$ cat src/inc/tsap_cfg.svh
// Constants for the transport adaptation header parser
`ifndef TSAP_CFG_SVH
`define TSAP_CFG_SVH
`define TSAP_SYNC_BYTE 8'h47
`define TSAP_STUFF_BYTE 8'hFF
`define TSAP_PKT_LEN 8'hBC
`define TSAP_AFC_RSVD 2'h0
`define TSAP_AFC_PAY 2'h1
`define TSAP_AFC_ADAPT 2'h2
`define TSAP_AFC_BOTH 2'h3
`define TSAP_FLAG_DISC 7
`define TSAP_FLAG_RAND 6
`define TSAP_FLAG_ESPRI 5
`define TSAP_FLAG_PCR 4
`define TSAP_FLAG_OPCR 3
`define TSAP_FLAG_SPLICE 2
`define TSAP_FLAG_PRIV 1
`define TSAP_FLAG_EXT 0
`define TSAP_CLKREF_BYTES 3'h6
`define TSAP_EXT_MAX 9'h12B
`define TSAP_PID_BITS 13
`define TSAP_CC_RESET 4'h0
`endif

$ cat src/inc/tsap_pkg.sv
// Types for the transport adaptation header parser
package tsap_pkg;
  typedef enum logic [7:0] {
    ST_HUNT = 8'h01,
    ST_LINK = 8'h02,
    ST_ALEN = 8'h04,
    ST_FLAGS = 8'h08,
    ST_OPT = 8'h10,
    ST_STUFF = 8'h20,
    ST_PAY = 8'h40,
    ST_DROP = 8'h80
  } parse_state_e;
  typedef struct packed {
    logic [32:0] base;
    logic [8:0] ext;
  } clkref_s;
endpackage

$ cat src/inc/tsap_cc_if.sv
// Continuity check request and result bundle
`timescale 1ns/1ns
interface tsap_cc_if;
  logic req;
  logic [12:0] pid;
  logic [3:0] cc;
  logic [1:0] afc;
  logic dup;
  logic gap;
  modport parser (output req, output pid, output cc, output afc, input dup, input gap);
  modport checker_side (input req, input pid, input cc, input afc, output dup, output gap);
endinterface

$ cat src/hdl/tsap_cc_check.sv
// Continuity counter checker with a small table of tracked PIDs
`timescale 1ns/1ns
`include "tsap_cfg.svh"
module tsap_cc_check #(
  parameter int SLOTS = 4
) (
  input wire logic clk_i,
  input wire logic rst_i,
  tsap_cc_if.checker_side cc
);
  import tsap_pkg::*;
  logic [12:0] pid_q [SLOTS];
  logic [3:0] last_q [SLOTS];
  logic [SLOTS-1:0] used_q;
  logic [$clog2(SLOTS)-1:0] vict_q;
  logic hit;
  logic [$clog2(SLOTS)-1:0] hit_idx;
  logic dup_q;
  logic gap_q;
  logic adv;

  always_comb begin
    hit = 1'b0;
    hit_idx = '0;
    for (int i = 0; i < SLOTS; i++) begin
      if (used_q[i] && pid_q[i] == cc.pid && !hit) begin
        hit = 1'b1;
        hit_idx = i[$clog2(SLOTS)-1:0];
      end
    end
  end

  // Advance expected only when the code carries payload
  assign adv = cc.afc[0];

  always_ff @(posedge clk_i or posedge rst_i) begin
    if (rst_i) begin
      used_q <= '0;
      vict_q <= '0;
      dup_q <= 1'b0;
      gap_q <= 1'b0;
      for (int i = 0; i < SLOTS; i++) begin
        pid_q[i] <= '0;
        last_q[i] <= `TSAP_CC_RESET;
      end
    end else begin
      dup_q <= 1'b0;
      gap_q <= 1'b0;
      if (cc.req) begin
        if (hit) begin
          // Duplicate packet detect
          if (adv && cc.cc == last_q[hit_idx]) begin
            dup_q <= 1'b1;
          // Gap against expected
          end else if (adv && cc.cc != last_q[hit_idx] + 4'h1) begin
            gap_q <= 1'b1;
          end else if (!adv && cc.cc != last_q[hit_idx]) begin
            gap_q <= 1'b1;
          end
          last_q[hit_idx] <= cc.cc;
        end else begin
          used_q[vict_q] <= 1'b1;
          pid_q[vict_q] <= cc.pid;
          last_q[vict_q] <= cc.cc;
          vict_q <= vict_q + 1'b1;
        end
      end
    end
  end
  assign cc.dup = dup_q;
  assign cc.gap = gap_q;
endmodule

$ cat src/hdl/tsap_pcr_track.sv
// Local 27 MHz clock reference that re-phases on received PCR values
`timescale 1ns/1ns
`include "tsap_cfg.svh"
module tsap_pcr_track (
  input wire logic clk_i,
  input wire logic rst_i,
  input wire logic tick_i,
  input wire logic load_i,
  input wire logic disc_i,
  input tsap_pkg::clkref_s pcr_i,
  output tsap_pkg::clkref_s local_o,
  output logic err_o
);
  import tsap_pkg::*;
  clkref_s loc_q;
  logic err_q;
  logic seen_q;

  // Extension wraps at 299
  function automatic clkref_s step(input clkref_s v);
    clkref_s r;
    r = v;
    if (v.ext >= `TSAP_EXT_MAX) begin
      r.ext = 9'h000;
      r.base = v.base + 33'h1;
    end else begin
      r.ext = v.ext + 9'h001;
    end
    return r;
  endfunction

  always_ff @(posedge clk_i or posedge rst_i) begin
    if (rst_i) begin
      loc_q <= '0;
      err_q <= 1'b0;
      seen_q <= 1'b0;
    end else begin
      err_q <= 1'b0;
      if (load_i) begin
        // Re-phase on discontinuity
        if (seen_q && !disc_i && pcr_i != loc_q) begin
          err_q <= 1'b1;
        end
        // Sync local clock
        loc_q <= pcr_i;
        seen_q <= 1'b1;
      end else if (tick_i) begin
        loc_q <= step(loc_q);
      end
    end
  end
  assign local_o = loc_q;
  assign err_o = err_q;
endmodule

$ cat src/hdl/tsap_parser.sv
// Transport link header tail and adaptation header parser
//
// Function
// Decode two-bit adaptation control code
// Sender omits adaptation on PSI packets
// Sender advances counter per PID packet
// Counter holds on codes 00 and 10
// Equal counter with payload means duplicate
// Report counter gaps as lost packets
// Length counts following bytes with stuffing
// Stuffing bytes 0xFF discarded uninterpreted
// Length may skip to payload start
// Last five flags mark optional fields
// Optional fields parsed in flag order
// Discontinuity re-phases clock, no error
// Signal random access entry points
// Ignore elementary stream priority flag
// Sender sends PCR within 100 ms
// PCR is 33-bit base, 9-bit extension
// PCR marks arrival of base end
// PCR may be rewritten in transit
// OPCR passed through, not for decoding
// Find packet by 0x47 sync byte
// Events for reserved code, gap, duplicate
// Oversized length flags malformed, drops packet
`timescale 1ns/1ns
`include "tsap_cfg.svh"
module tsap_parser #(
  parameter int CC_SLOTS = 4
) (
  input wire logic CLK_SYS_I,
  input wire logic RST_I,
  input wire logic [7:0] DATA_I,
  input wire logic VALID_I,
  input wire logic TICK27_I,
  output logic [7:0] PAY_DATA_O,
  output logic PAY_VALID_O,
  output logic PAY_START_O,
  output logic [12:0] PID_O,
  output logic HDR_VALID_O,
  output logic [1:0] AFC_O,
  output logic DISC_O,
  output logic RAND_ACC_O,
  output logic PCR_VALID_O,
  output tsap_pkg::clkref_s PCR_O,
  output logic OPCR_VALID_O,
  output tsap_pkg::clkref_s OPCR_O,
  output tsap_pkg::clkref_s LOCAL_CLK_O,
  output logic PCR_ERR_O,
  output logic RSVD_AFC_O,
  output logic CC_GAP_O,
  output logic CC_DUP_O,
  output logic MALFORMED_O
);
  import tsap_pkg::*;
  tsap_cc_if cc_bus ();
  logic [7:0] d_s1_q, d_s2_q;
  logic v_s1_q, v_s2_q;
  logic t_s1_q, t_s2_q;
  parse_state_e state_q;
  logic [7:0] left_q;
  logic [7:0] alen_q;
  logic [2:0] hcnt_q;
  logic [7:0] flags_q;
  logic [2:0] ocnt_q;
  logic [47:0] ref_q;
  logic [12:0] pid_q;
  logic [1:0] afc_q;
  logic cc_req_q;
  logic [3:0] cc_q;
  logic pcr_load_q;
  clkref_s pcr_q;
  logic [7:0] pay_data_q;
  logic pay_valid_q, pay_start_q, first_pay_q;
  logic hdr_valid_q, disc_q, rand_q, pcr_valid_q, opcr_valid_q;
  clkref_s opcr_q;
  logic rsvd_q, mal_q;
  logic [7:0] b;
  logic bv;
  logic [4:0] pend;
  logic [47:0] ref_nx;

  // Pins come from the upstream device clock domain
  always_ff @(posedge CLK_SYS_I or posedge RST_I) begin
    if (RST_I) begin
      d_s1_q <= 8'h00;
      d_s2_q <= 8'h00;
      v_s1_q <= 1'b0;
      v_s2_q <= 1'b0;
      t_s1_q <= 1'b0;
      t_s2_q <= 1'b0;
    end else begin
      d_s1_q <= DATA_I;
      d_s2_q <= d_s1_q;
      v_s1_q <= VALID_I;
      v_s2_q <= v_s1_q;
      t_s1_q <= TICK27_I;
      t_s2_q <= t_s1_q;
    end
  end
  assign b = d_s2_q;
  assign bv = v_s2_q;
  // Remaining optional fields in order
  assign pend = {flags_q[`TSAP_FLAG_PCR], flags_q[`TSAP_FLAG_OPCR], flags_q[`TSAP_FLAG_SPLICE],
                 flags_q[`TSAP_FLAG_PRIV], flags_q[`TSAP_FLAG_EXT]};
  assign ref_nx = {ref_q[39:0], b};

  // Unpack 33-bit base and 9-bit extension
  function automatic clkref_s unpack(input logic [47:0] r);
    clkref_s c;
    c.base = r[47:15];
    c.ext = r[8:0];
    return c;
  endfunction

  always_ff @(posedge CLK_SYS_I or posedge RST_I) begin
    if (RST_I) begin
      state_q <= ST_HUNT;
      left_q <= 8'h00;
      alen_q <= 8'h00;
      hcnt_q <= 3'h0;
      flags_q <= 8'h00;
      ocnt_q <= 3'h0;
      ref_q <= '0;
      pid_q <= '0;
      afc_q <= 2'h0;
      cc_q <= 4'h0;
    end else if (bv) begin
      left_q <= left_q - 8'h01;
      case (state_q)
        ST_HUNT: begin
          // Lock on sync byte
          if (b == `TSAP_SYNC_BYTE) begin
            state_q <= ST_LINK;
            hcnt_q <= 3'h0;
            left_q <= `TSAP_PKT_LEN - 8'h02;
          end
        end
        ST_LINK: begin
          hcnt_q <= hcnt_q + 3'h1;
          if (hcnt_q == 3'h0) begin
            pid_q[12:8] <= b[4:0];
          end else if (hcnt_q == 3'h1) begin
            pid_q[7:0] <= b;
          end else begin
            afc_q <= b[5:4];
            cc_q <= b[3:0];
            // Adaptation control decode
            case (b[5:4])
              `TSAP_AFC_PAY: state_q <= ST_PAY;
              `TSAP_AFC_ADAPT, `TSAP_AFC_BOTH: state_q <= ST_ALEN;
              default: state_q <= ST_DROP;
            endcase
          end
        end
        ST_ALEN: begin
          alen_q <= b;
          flags_q <= 8'h00;
          // Length beyond packet end
          if (b > left_q) begin
            state_q <= ST_DROP;
          end else if (b == 8'h00) begin
            state_q <= afc_q[0] ? ST_PAY : ST_DROP;
          end else begin
            state_q <= ST_FLAGS;
          end
        end
        ST_FLAGS: begin
          // Presence flags captured
          flags_q <= b;
          alen_q <= alen_q - 8'h01;
          ocnt_q <= 3'h0;
          // Length runs to payload
          if (alen_q == 8'h01) begin
            state_q <= afc_q[0] ? ST_PAY : ST_DROP;
          end else begin
            state_q <= ST_OPT;
          end
        end
        ST_OPT: begin
          alen_q <= alen_q - 8'h01;
          ocnt_q <= ocnt_q + 3'h1;
          ref_q <= ref_nx;
          if (pend[4] || pend[3]) begin
            if (ocnt_q == `TSAP_CLKREF_BYTES - 3'h1) begin
              ocnt_q <= 3'h0;
              if (pend[4]) begin
                flags_q[`TSAP_FLAG_PCR] <= 1'b0;
              end else begin
                flags_q[`TSAP_FLAG_OPCR] <= 1'b0;
              end
            end
          end else begin
            // Splice, private and extension fields are skipped as one run
            flags_q[2:0] <= 3'h0;
          end
          if (alen_q == 8'h01) begin
            state_q <= afc_q[0] ? ST_PAY : ST_DROP;
          end else if (!(pend[4] || pend[3]) && !(|pend[2:0])) begin
            state_q <= ST_STUFF;
          end
        end
        ST_STUFF: begin
          // Stuffing consumed unread
          alen_q <= alen_q - 8'h01;
          if (alen_q == 8'h01) begin
            state_q <= afc_q[0] ? ST_PAY : ST_DROP;
          end
        end
        ST_PAY, ST_DROP: begin
          // Left only by the packet end check below
        end
        default: state_q <= ST_HUNT;
      endcase
      // A header that runs to the last byte must not swallow the next sync
      if (state_q != ST_HUNT && left_q == 8'h00) begin
        state_q <= ST_HUNT;
      end
    end
  end

  // Status and link header outputs
  always_ff @(posedge CLK_SYS_I or posedge RST_I) begin
    if (RST_I) begin
      hdr_valid_q <= 1'b0;
      cc_req_q <= 1'b0;
      rsvd_q <= 1'b0;
      mal_q <= 1'b0;
      disc_q <= 1'b0;
      rand_q <= 1'b0;
    end else begin
      hdr_valid_q <= 1'b0;
      cc_req_q <= 1'b0;
      rsvd_q <= 1'b0;
      mal_q <= 1'b0;
      if (bv && state_q == ST_LINK && hcnt_q == 3'h2) begin
        hdr_valid_q <= 1'b1;
        cc_req_q <= 1'b1;
        disc_q <= 1'b0;
        rand_q <= 1'b0;
        // Reserved code event
        rsvd_q <= (b[5:4] == `TSAP_AFC_RSVD);
      end
      if (bv && state_q == ST_ALEN && b > left_q) begin
        mal_q <= 1'b1;
      end
      if (bv && state_q == ST_FLAGS) begin
        disc_q <= b[`TSAP_FLAG_DISC];
        // Random access marker
        rand_q <= b[`TSAP_FLAG_RAND];
        // Priority flag unused
      end
    end
  end

  // Capture whatever value arrives
  always_ff @(posedge CLK_SYS_I or posedge RST_I) begin
    if (RST_I) begin
      pcr_valid_q <= 1'b0;
      opcr_valid_q <= 1'b0;
      pcr_load_q <= 1'b0;
      pcr_q <= '0;
      opcr_q <= '0;
    end else begin
      pcr_valid_q <= 1'b0;
      opcr_valid_q <= 1'b0;
      pcr_load_q <= 1'b0;
      if (bv && state_q == ST_OPT && ocnt_q == `TSAP_CLKREF_BYTES - 3'h1) begin
        if (pend[4]) begin
          pcr_valid_q <= 1'b1;
          pcr_load_q <= 1'b1;
          pcr_q <= unpack(ref_nx);
        end else if (pend[3]) begin
          // OPCR forwarded only
          opcr_valid_q <= 1'b1;
          opcr_q <= unpack(ref_nx);
        end
      end
    end
  end

  // Payload forwarding
  always_ff @(posedge CLK_SYS_I or posedge RST_I) begin
    if (RST_I) begin
      pay_data_q <= 8'h00;
      pay_valid_q <= 1'b0;
      pay_start_q <= 1'b0;
      first_pay_q <= 1'b0;
    end else begin
      pay_valid_q <= 1'b0;
      pay_start_q <= 1'b0;
      if (bv && state_q == ST_LINK) begin
        first_pay_q <= 1'b1;
      end
      if (bv && state_q == ST_PAY) begin
        pay_data_q <= b;
        pay_valid_q <= 1'b1;
        pay_start_q <= first_pay_q;
        first_pay_q <= 1'b0;
      end
    end
  end

  assign cc_bus.req = cc_req_q;
  assign cc_bus.pid = pid_q;
  assign cc_bus.cc = cc_q;
  assign cc_bus.afc = afc_q;

  tsap_cc_check #(
    .SLOTS(CC_SLOTS)
  ) u_cc (
    .clk_i(CLK_SYS_I),
    .rst_i(RST_I),
    .cc(cc_bus)
  );

  tsap_pcr_track u_pcr (
    .clk_i(CLK_SYS_I),
    .rst_i(RST_I),
    .tick_i(t_s2_q),
    .load_i(pcr_load_q),
    .disc_i(disc_q),
    .pcr_i(pcr_q),
    .local_o(LOCAL_CLK_O),
    .err_o(PCR_ERR_O)
  );

  assign PAY_DATA_O = pay_data_q;
  assign PAY_VALID_O = pay_valid_q;
  assign PAY_START_O = pay_start_q;
  assign PID_O = pid_q;
  assign HDR_VALID_O = hdr_valid_q;
  assign AFC_O = afc_q;
  assign DISC_O = disc_q;
  assign RAND_ACC_O = rand_q;
  assign PCR_VALID_O = pcr_valid_q;
  assign PCR_O = pcr_q;
  assign OPCR_VALID_O = opcr_valid_q;
  assign OPCR_O = opcr_q;
  assign RSVD_AFC_O = rsvd_q;
  // Gap and duplicate events
  assign CC_GAP_O = cc_bus.gap;
  assign CC_DUP_O = cc_bus.dup;
  assign MALFORMED_O = mal_q;
endmodule

$ cat config.mk
export PLATFORM = sky130hd
export DESIGN_NAME = tsap_parser
export DESIGN_NICKNAME = d
export VERILOG_FILES = /design/src/inc/tsap_pkg.sv /design/src/inc/tsap_cc_if.sv /design/src/hdl/tsap_cc_check.sv /design/src/hdl/tsap_pcr_track.sv /design/src/hdl/tsap_parser.sv
export VERILOG_INCLUDE_DIRS = /design/src /design/src/inc
export SDC_FILE = /design/constraint.sdc
export NUM_CORES = 1
export LEC_CHECK = 0
export ABC_AREA = 1
export BUFFER_PORTS_ARGS = -buffer_cell sky130_fd_sc_hd__clkbuf_2
export CAP_MARGIN = 15
export CORE_MARGIN = 8
export CORE_UTILIZATION = 30
export DETAILED_ROUTE_END_ITERATION = 10
export MAX_ROUTING_LAYER = met4
export PLACE_DENSITY = 0.46
export SLEW_MARGIN = 25
export SYNTH_ARGS = -nofsm -noshare
export SYNTH_HDL_FRONTEND = slang
export SYNTH_SLANG_ARGS = --single-unit
$ cat constraint.sdc
create_clock -name CLK_SYS_I -period 13.2 [get_ports CLK_SYS_I]
set_input_delay 0.66 -clock CLK_SYS_I [delete_from_list [all_inputs] [get_ports CLK_SYS_I]]
set_output_delay 0.66 -clock CLK_SYS_I [all_outputs]
set_load 0.01 [all_outputs]
Word-level counts from Yosys, hierarchy flattened

Index checks and enable logic that the tools add are counted.

Bits of input ports: 12
Logic and storage cells: 250
Register bits: 336

Multiplexer cells: 77
Equality and inequality tests: 36
Add/sub/neg operators: 8
Reduce and logical (&&, ||, !) cells: 64
Bitwise operators: 7
Magnitude comparators: 8

Operators with widths:

| kind                    | count |
|---|---|
| $mux W8                 | 13 |
| $mux W42                | 2 |
| $pmux W8 S7             | 1 |
| $bwmux W52              | 1 |
| $eq A13 B13 Y1          | 4 |
| $ne A42 B42 Y1          | 1 |
| $add A33 B1 Y33 const B | 1 |
| $mux W33                | 1 |
| $bwmux W16              | 2 |
| $mux W1                 | 32 |
| $pmux W8 S2             | 2 |
| $demux W13 S2           | 1 |
| $logic_and A1 B1 Y1     | 25 |
| $demux W4 S2            | 2 |
| $eq A8 B1 Y1 const B    | 2 |
| $eq A8 B7 Y1 const B    | 2 |
| $logic_not A8 Y1        | 2 |
| $mux W16                | 1 |
| $mux W4                 | 4 |
| $sub A8 B1 Y8 const B   | 2 |
| $pmux W5 S3             | 1 |
| $reduce_bool A2 Y1      | 7 |
| $mux W13                | 1 |
| $mux W3                 | 4 |
| other kinds (48)        | 86 |

Longest topological paths before layout

Depth in word-level cells: 23
Gate-level depth with buffers: 21
Depth with buffers taken out: 20

Cells and area by module

From an unflattened synthesis, not the netlist that was laid out.

Cells, all modules: 2197
Area total of the unflattened synthesis: 17102.7 um^2

By module, submodules not included:

| module         | area an instance (um^2) | cells each | times used | seq. area each (um^2) |
|---|---|---|---|---|
| tsap_parser    | 8976.1                  | 927        | 1          | 5406.4 |
| tsap_cc_check  | 4229.1                  | 595        | 1          | 1901.8 |
| tsap_pcr_track | 3897.5                  | 675        | 1          | 1101.1 |

Least setup slack after synthesis

No wires, ideal clock.

Path kind: register to register
Start: reg pid_q[8] (netlist: PID_O[8])
End: reg u_cc.gap_q (netlist: u_cc.cc.gap)
Cell stages (with the launch flop): 20
Arrival time: 2.261 ns
Slack: 10.823 ns
Path through: dfrtp_1 > buf_4 > nand2_1 > nand2_1 > nor2_1 > nand2_1 > nor2_2 > nand2_4 > nand2_4 > inv_6 > nand2_8 > nand3_4 > nor2_4 > nor2_4 > ha_1 > xor2_1 > nor2_1 > nand3_1 > nor2_1 > nor2_1

Longest elaborated chain between the ends: 23
Elaborated cells on any way between the ends: 37
Classes of those cells: 1 x add/sub; 7 x eq/ne; 15 x mux; 1 x bitwise; 13 x reduce/logical

RTL lines:

| element                                             | RTL line                                                      | RTL |
|---|---|---|
| start: declaration                                  | tsap_parser.sv:67                                             | `logic [12:0] pid_q;` |
| start signal: assignment                            | tsap_parser.sv:142                                            | `pid_q[12:8] <= b[4:0];` |
| $eq A13 B13 Y1                                      | tsap_cc_check.sv:26                                           | `if (used_q[i] && pid_q[i] == cc.pid && !hit) begin` |
| $logic_and A1 B1 Y1                                 | tsap_cc_check.sv:26                                           |  |
| $mux W1                                             | tsap_cc_check.sv:26                                           |  |
| $logic_not A1 Y1                                    | tsap_cc_check.sv:26                                           |  |
| $logic_and A1 B1 Y1                                 | tsap_cc_check.sv:26                                           |  |
| $mux W1                                             | tsap_cc_check.sv:26                                           |  |
| $logic_not A1 Y1                                    | tsap_cc_check.sv:26                                           |  |
| $logic_and A1 B1 Y1                                 | tsap_cc_check.sv:26                                           |  |
| [6 not listed]                                      | -                                                             |  |
| $mux W4 (implied by the code) (2 in series)         | tsap_cc_check.sv:52, tsap_cc_check.sv:55, tsap_cc_check.sv:57 |  |
| $add A4 B1 Y4 or $ne A4 B4 Y1 (tied branches)       | tsap_cc_check.sv:55, tsap_cc_check.sv:57                      |  |
| $ne A4 B4 Y1 or $logic_and A1 B1 Y1 (tied branches) | tsap_cc_check.sv:55, tsap_cc_check.sv:57                      |  |
| $logic_and A1 B1 Y1 or $mux W1 (tied branches)      | tsap_cc_check.sv:55, tsap_cc_check.sv:57                      |  |
| $mux W1                                             | tsap_cc_check.sv:55                                           | `end else if (adv && cc.cc != last_q[hit_idx] + 4'h1) begin` |
| $mux W1                                             | tsap_cc_check.sv:52                                           | `if (adv && cc.cc == last_q[hit_idx]) begin` |
| $mux W1 *                                           | tsap_cc_check.sv:50                                           | `if (hit) begin` |
| $mux W1 *                                           | tsap_cc_check.sv:49                                           | `if (cc.req) begin` |
| end signal: assignment                              | tsap_cc_check.sv:48                                           | `gap_q <= 1'b0;` |
| end signal: assignment                              | tsap_cc_check.sv:56                                           | `gap_q <= 1'b1;` |
| end signal: assignment                              | tsap_cc_check.sv:58                                           | `gap_q <= 1'b1;` |
| end: declaration                                    | tsap_cc_check.sv:19                                           | `logic gap_q;` |

Every way passes the cells marked *; elsewhere a longest branch is shown, timed or not. The select of a mux whose other input is x is not followed.
A chain may end at the register's enable or synchronous reset.

==> results.ini <==
[status]
status = complete, no violations

[run]
cap_violations = 0

[timing]
clock_skew_ns = 0.0272
setup_viol = 0
drv_slew = 0
max_slew_margin_pct = 30.1
hold_viol = 0
post-route-min-period_ns = 3.37
min_period_over_period_pct = 25.5
worstMarginPinSlew_ns = 1.04
hold_slack_ns = 0.183
fin_tns_setup_ns = 0
rsz0062_at_grt = false
clock.fmax_mhz = 297

[clocking]
tritoncts = done
holdBufCountCts = 0
cts_root_buf = clkbuf_16
post_cts_resized = 0
post_cts_buffers = 0
clockBufferDepth = 3
insertion_delay_ns = 0.59
clock_sinks = 336
clk_pin_slew_ns = 0.06
h-tree-depth = 2
cts_made_buffers = 41

[power]
ir_drop_mv = 0.0879
leakagePower_uw = 0.00942
powerDensity_nw_per_um2 = 134

[global_route]
grt_pass1_wl_um = 85400
met1_usage_pct = 24.9
grt_overflow = 0
grt_max_degree = 166
antenna_found_initial = 1
met2_usage_pct = 26.0
grt_use_met3_pct = 3.03
grt_pass1_vias = 13700
busiest_layer = met2
grt_usage_pct = 17.6

[synthesis]
ys_seq_area_share_pct = 49.8
syn-cell-area_um2 = 16900
syn_nets = 2117
yosysUniqueCellTypes = 65
avgSynthCellArea_um2 = 8.12
synth_seq_cells = 336
async_flop_share_pct = 100
synth_warnings = 0
ys.flop_type = dfrtp_1
syn-instance-count = 2080
synth_edf_count = 0

[floorplan]
coreArea_um2 = 56100
initial_core_util_pct = 30.1
die_w_um = 253
die_area_um2 = 64100
die_y_um = 253
rows = 87
boundaryPins = 173

[routing]
drc_errors = 0
vias_per_cell = 4.70
routed_wl_um = 54900
drt_first_pass_iters = 5
ant_nets = 0
post_drt_wl_per_cell_um = 18.2
drtIter0Drc = 1017
vias = 14200

[finish]
final-seq-area_um2 = 8410
multi_input_area_um2 = 7090
synthToLayoutAreaGrowth_pct = 17.3
final.fill_count = 5893
final_layout_size_suffix_gt1_share_pct = 15.0
final_nets = 2264

[hold_path]
hp-class = input pin to flop
worstHoldStart = DATA_I[4]

[worst_setup_path]
worstSetupStartpointType = flop
crit_type = flop to flop
r2r-start = PCR_VALID_O$_DFF_PP0_
crit_required_ns = 13.69
startpoint = PCR_VALID_O$_DFF_PP0_
path_max_fanout = 54
worstPathArrival_ns = 3.86
end_kind = flop

[placement]
dp_hpwl_um = 39800
gp_congestion = 0.903
io_buffers = 172

-- path summary, 6_finish.rpt --
check / depth (start not counted) / to / slack, ns
max: 7 / u_pcr.local_o[14]$_DFFE_PP0P_ / 9.83
min: 1 / d_s1_q[4]$_DFF_PP0_ / 0.18
max reg2reg: 7 / u_pcr.local_o[14]$_DFFE_PP0P_ / 9.83
min reg2reg: 0 / b[2]$_DFF_PP0_ / 0.35
max in group asynchronous: 4 / u_cc.used_q[2]$_DFFE_PP0P_ / 11.47
min in group asynchronous: 2 / u_pcr.local_o[30]$_DFFE_PP0P_ / 0.20
-- power breakdown --
group	total (µW)	internal (µW)	switching [µW]
logic	323	104	219
clock network	1180	697	478
registers	1160	1100	60.9
-- per-stage QoR --
| step | std cells | util [%] | total power, µW | worst slack [ns] | area, µm² |
|---|---|---|---|---|---|
| 5_1_grt | 3014 | 35.3 | 2800 | 9.37 | 19800 |
| 3_3_place_gp | 2939 | 32.8 | 1500 | 9.93 | 18400 |
| 4_1_cts | 3013 | 35.3 | 2700 | 9.83 | 19800 |
| 6_report | 3015 | 35.3 | 2660 | 9.83 | 19800 |
| 3_5_place_dp | 2939 | 32.8 | 1500 | 9.85 | 18400 |
| 2_1_floorplan | 2080 | - | 1390 | 3.23 | 16900 |
-- cells in the final DEF (no fill, tap or decap), drive strengths merged, types with 4 or more instances in the layout --
cell / instances
nand2: 600
dfrtp: 335
o21ai: 297
inv: 260
clkbuf: 230
nor2: 152
nand3: 74
xor2: 46
a21oi: 39
nand4: 35
nor4: 30
ha: 25
nor3: 21
xnor2: 15
o22ai: 15
clkinv: 14
or2: 10
o211ai: 9
a31oi: 8
buf: 7
o2111ai: 4
nor3b: 4
-- flip-flops by register name, summed over array words and instances (netlist names), 3 cells and up --
signal and cells:
u_cc.pid_q 52, OPCR_O 42, PCR_O 42, u_pcr.local_o 42, ref_q 40, u_cc.last_q 16
PID_O 13, PAY_DATA_O 8, alen_q 8, b 8, d_s1_q 8, left_q 8
state_q 8, flags_q 5, cc_bus.cc 4, u_cc.used_q 4, hcnt_q 3, ocnt_q 3
-- cells in the mapped netlist, drive strengths merged (2+ instances only) --
cell / n / share of area [%]
nand3b: 3 / 0.13
nand2: 600 / 14
nor4: 30 / 1.2
a21oi: 39 / 1.2
o2111ai: 4 / 0.21
clkbuf: 48 / 1.1
o221ai: 3 / 0.16
o211ai: 9 / 0.40
inv: 259 / 5.9
nor3b: 4 / 0.18
ha: 25 / 1.9
xor2: 46 / 2.4
buf: 27 / 1.3
nand3: 74 / 2.4
a31oi: 8 / 0.30
nand4: 35 / 1.3
o22ai: 15 / 0.56
nor2: 152 / 3.9
dfrtp: 335 / 50
a22oi: 3 / 0.13
clkinv: 2 / 0.044
o21ai: 297 / 8.8
xnor2: 15 / 0.78
or2: 10 / 0.37
o21a: 3 / 0.13
nor3: 21 / 0.81
-- worst max-delay path, cell delays in order, from the launching register on --
cell	delay [ns]
dfrtp_2	1.02
nor2_1	0.19
clkinv_1	0.22
nand2_1	0.43
inv_2	0.76
o21ai_0	0.25
o21ai_0	0.19
a21boi_0	0.20
-- metal layers --
layer  routed length (µm)  up-vias
met5                    0        -
met3                 2460       61
met1                27100     6802
li1                     -     7012
met2                24200      299
met4                 1220        0
-- cell families after synthesis --
kind of cell             Yosys count  synth area share (%)
buffers and inverters            336                  8.38
AND/OR/NAND/NOR                  931                  24.3
multiplexers                       2                 0.126
adder cells (fa/ha/maj)           25                  1.85
AO/OA/AOI/OAI                    389                  12.3
XOR/XNOR                          61                  3.21
flip-flops                       336                  49.8
-- layout make-up --
type | instances | share of cell area [%]
flip-flops and latches | 336 | 42.5
multi-input cells | 1408 | 35.8
clock buffers | 58 | 6.06
inverters | 261 | 5.12
repair buffers | 179 | 4.77
well taps | 756 | 4.77
clock inverters | 16 | 1.04
diodes | 1 | 0.0126
Note: power is estimated with default switching activity, not from simulation.
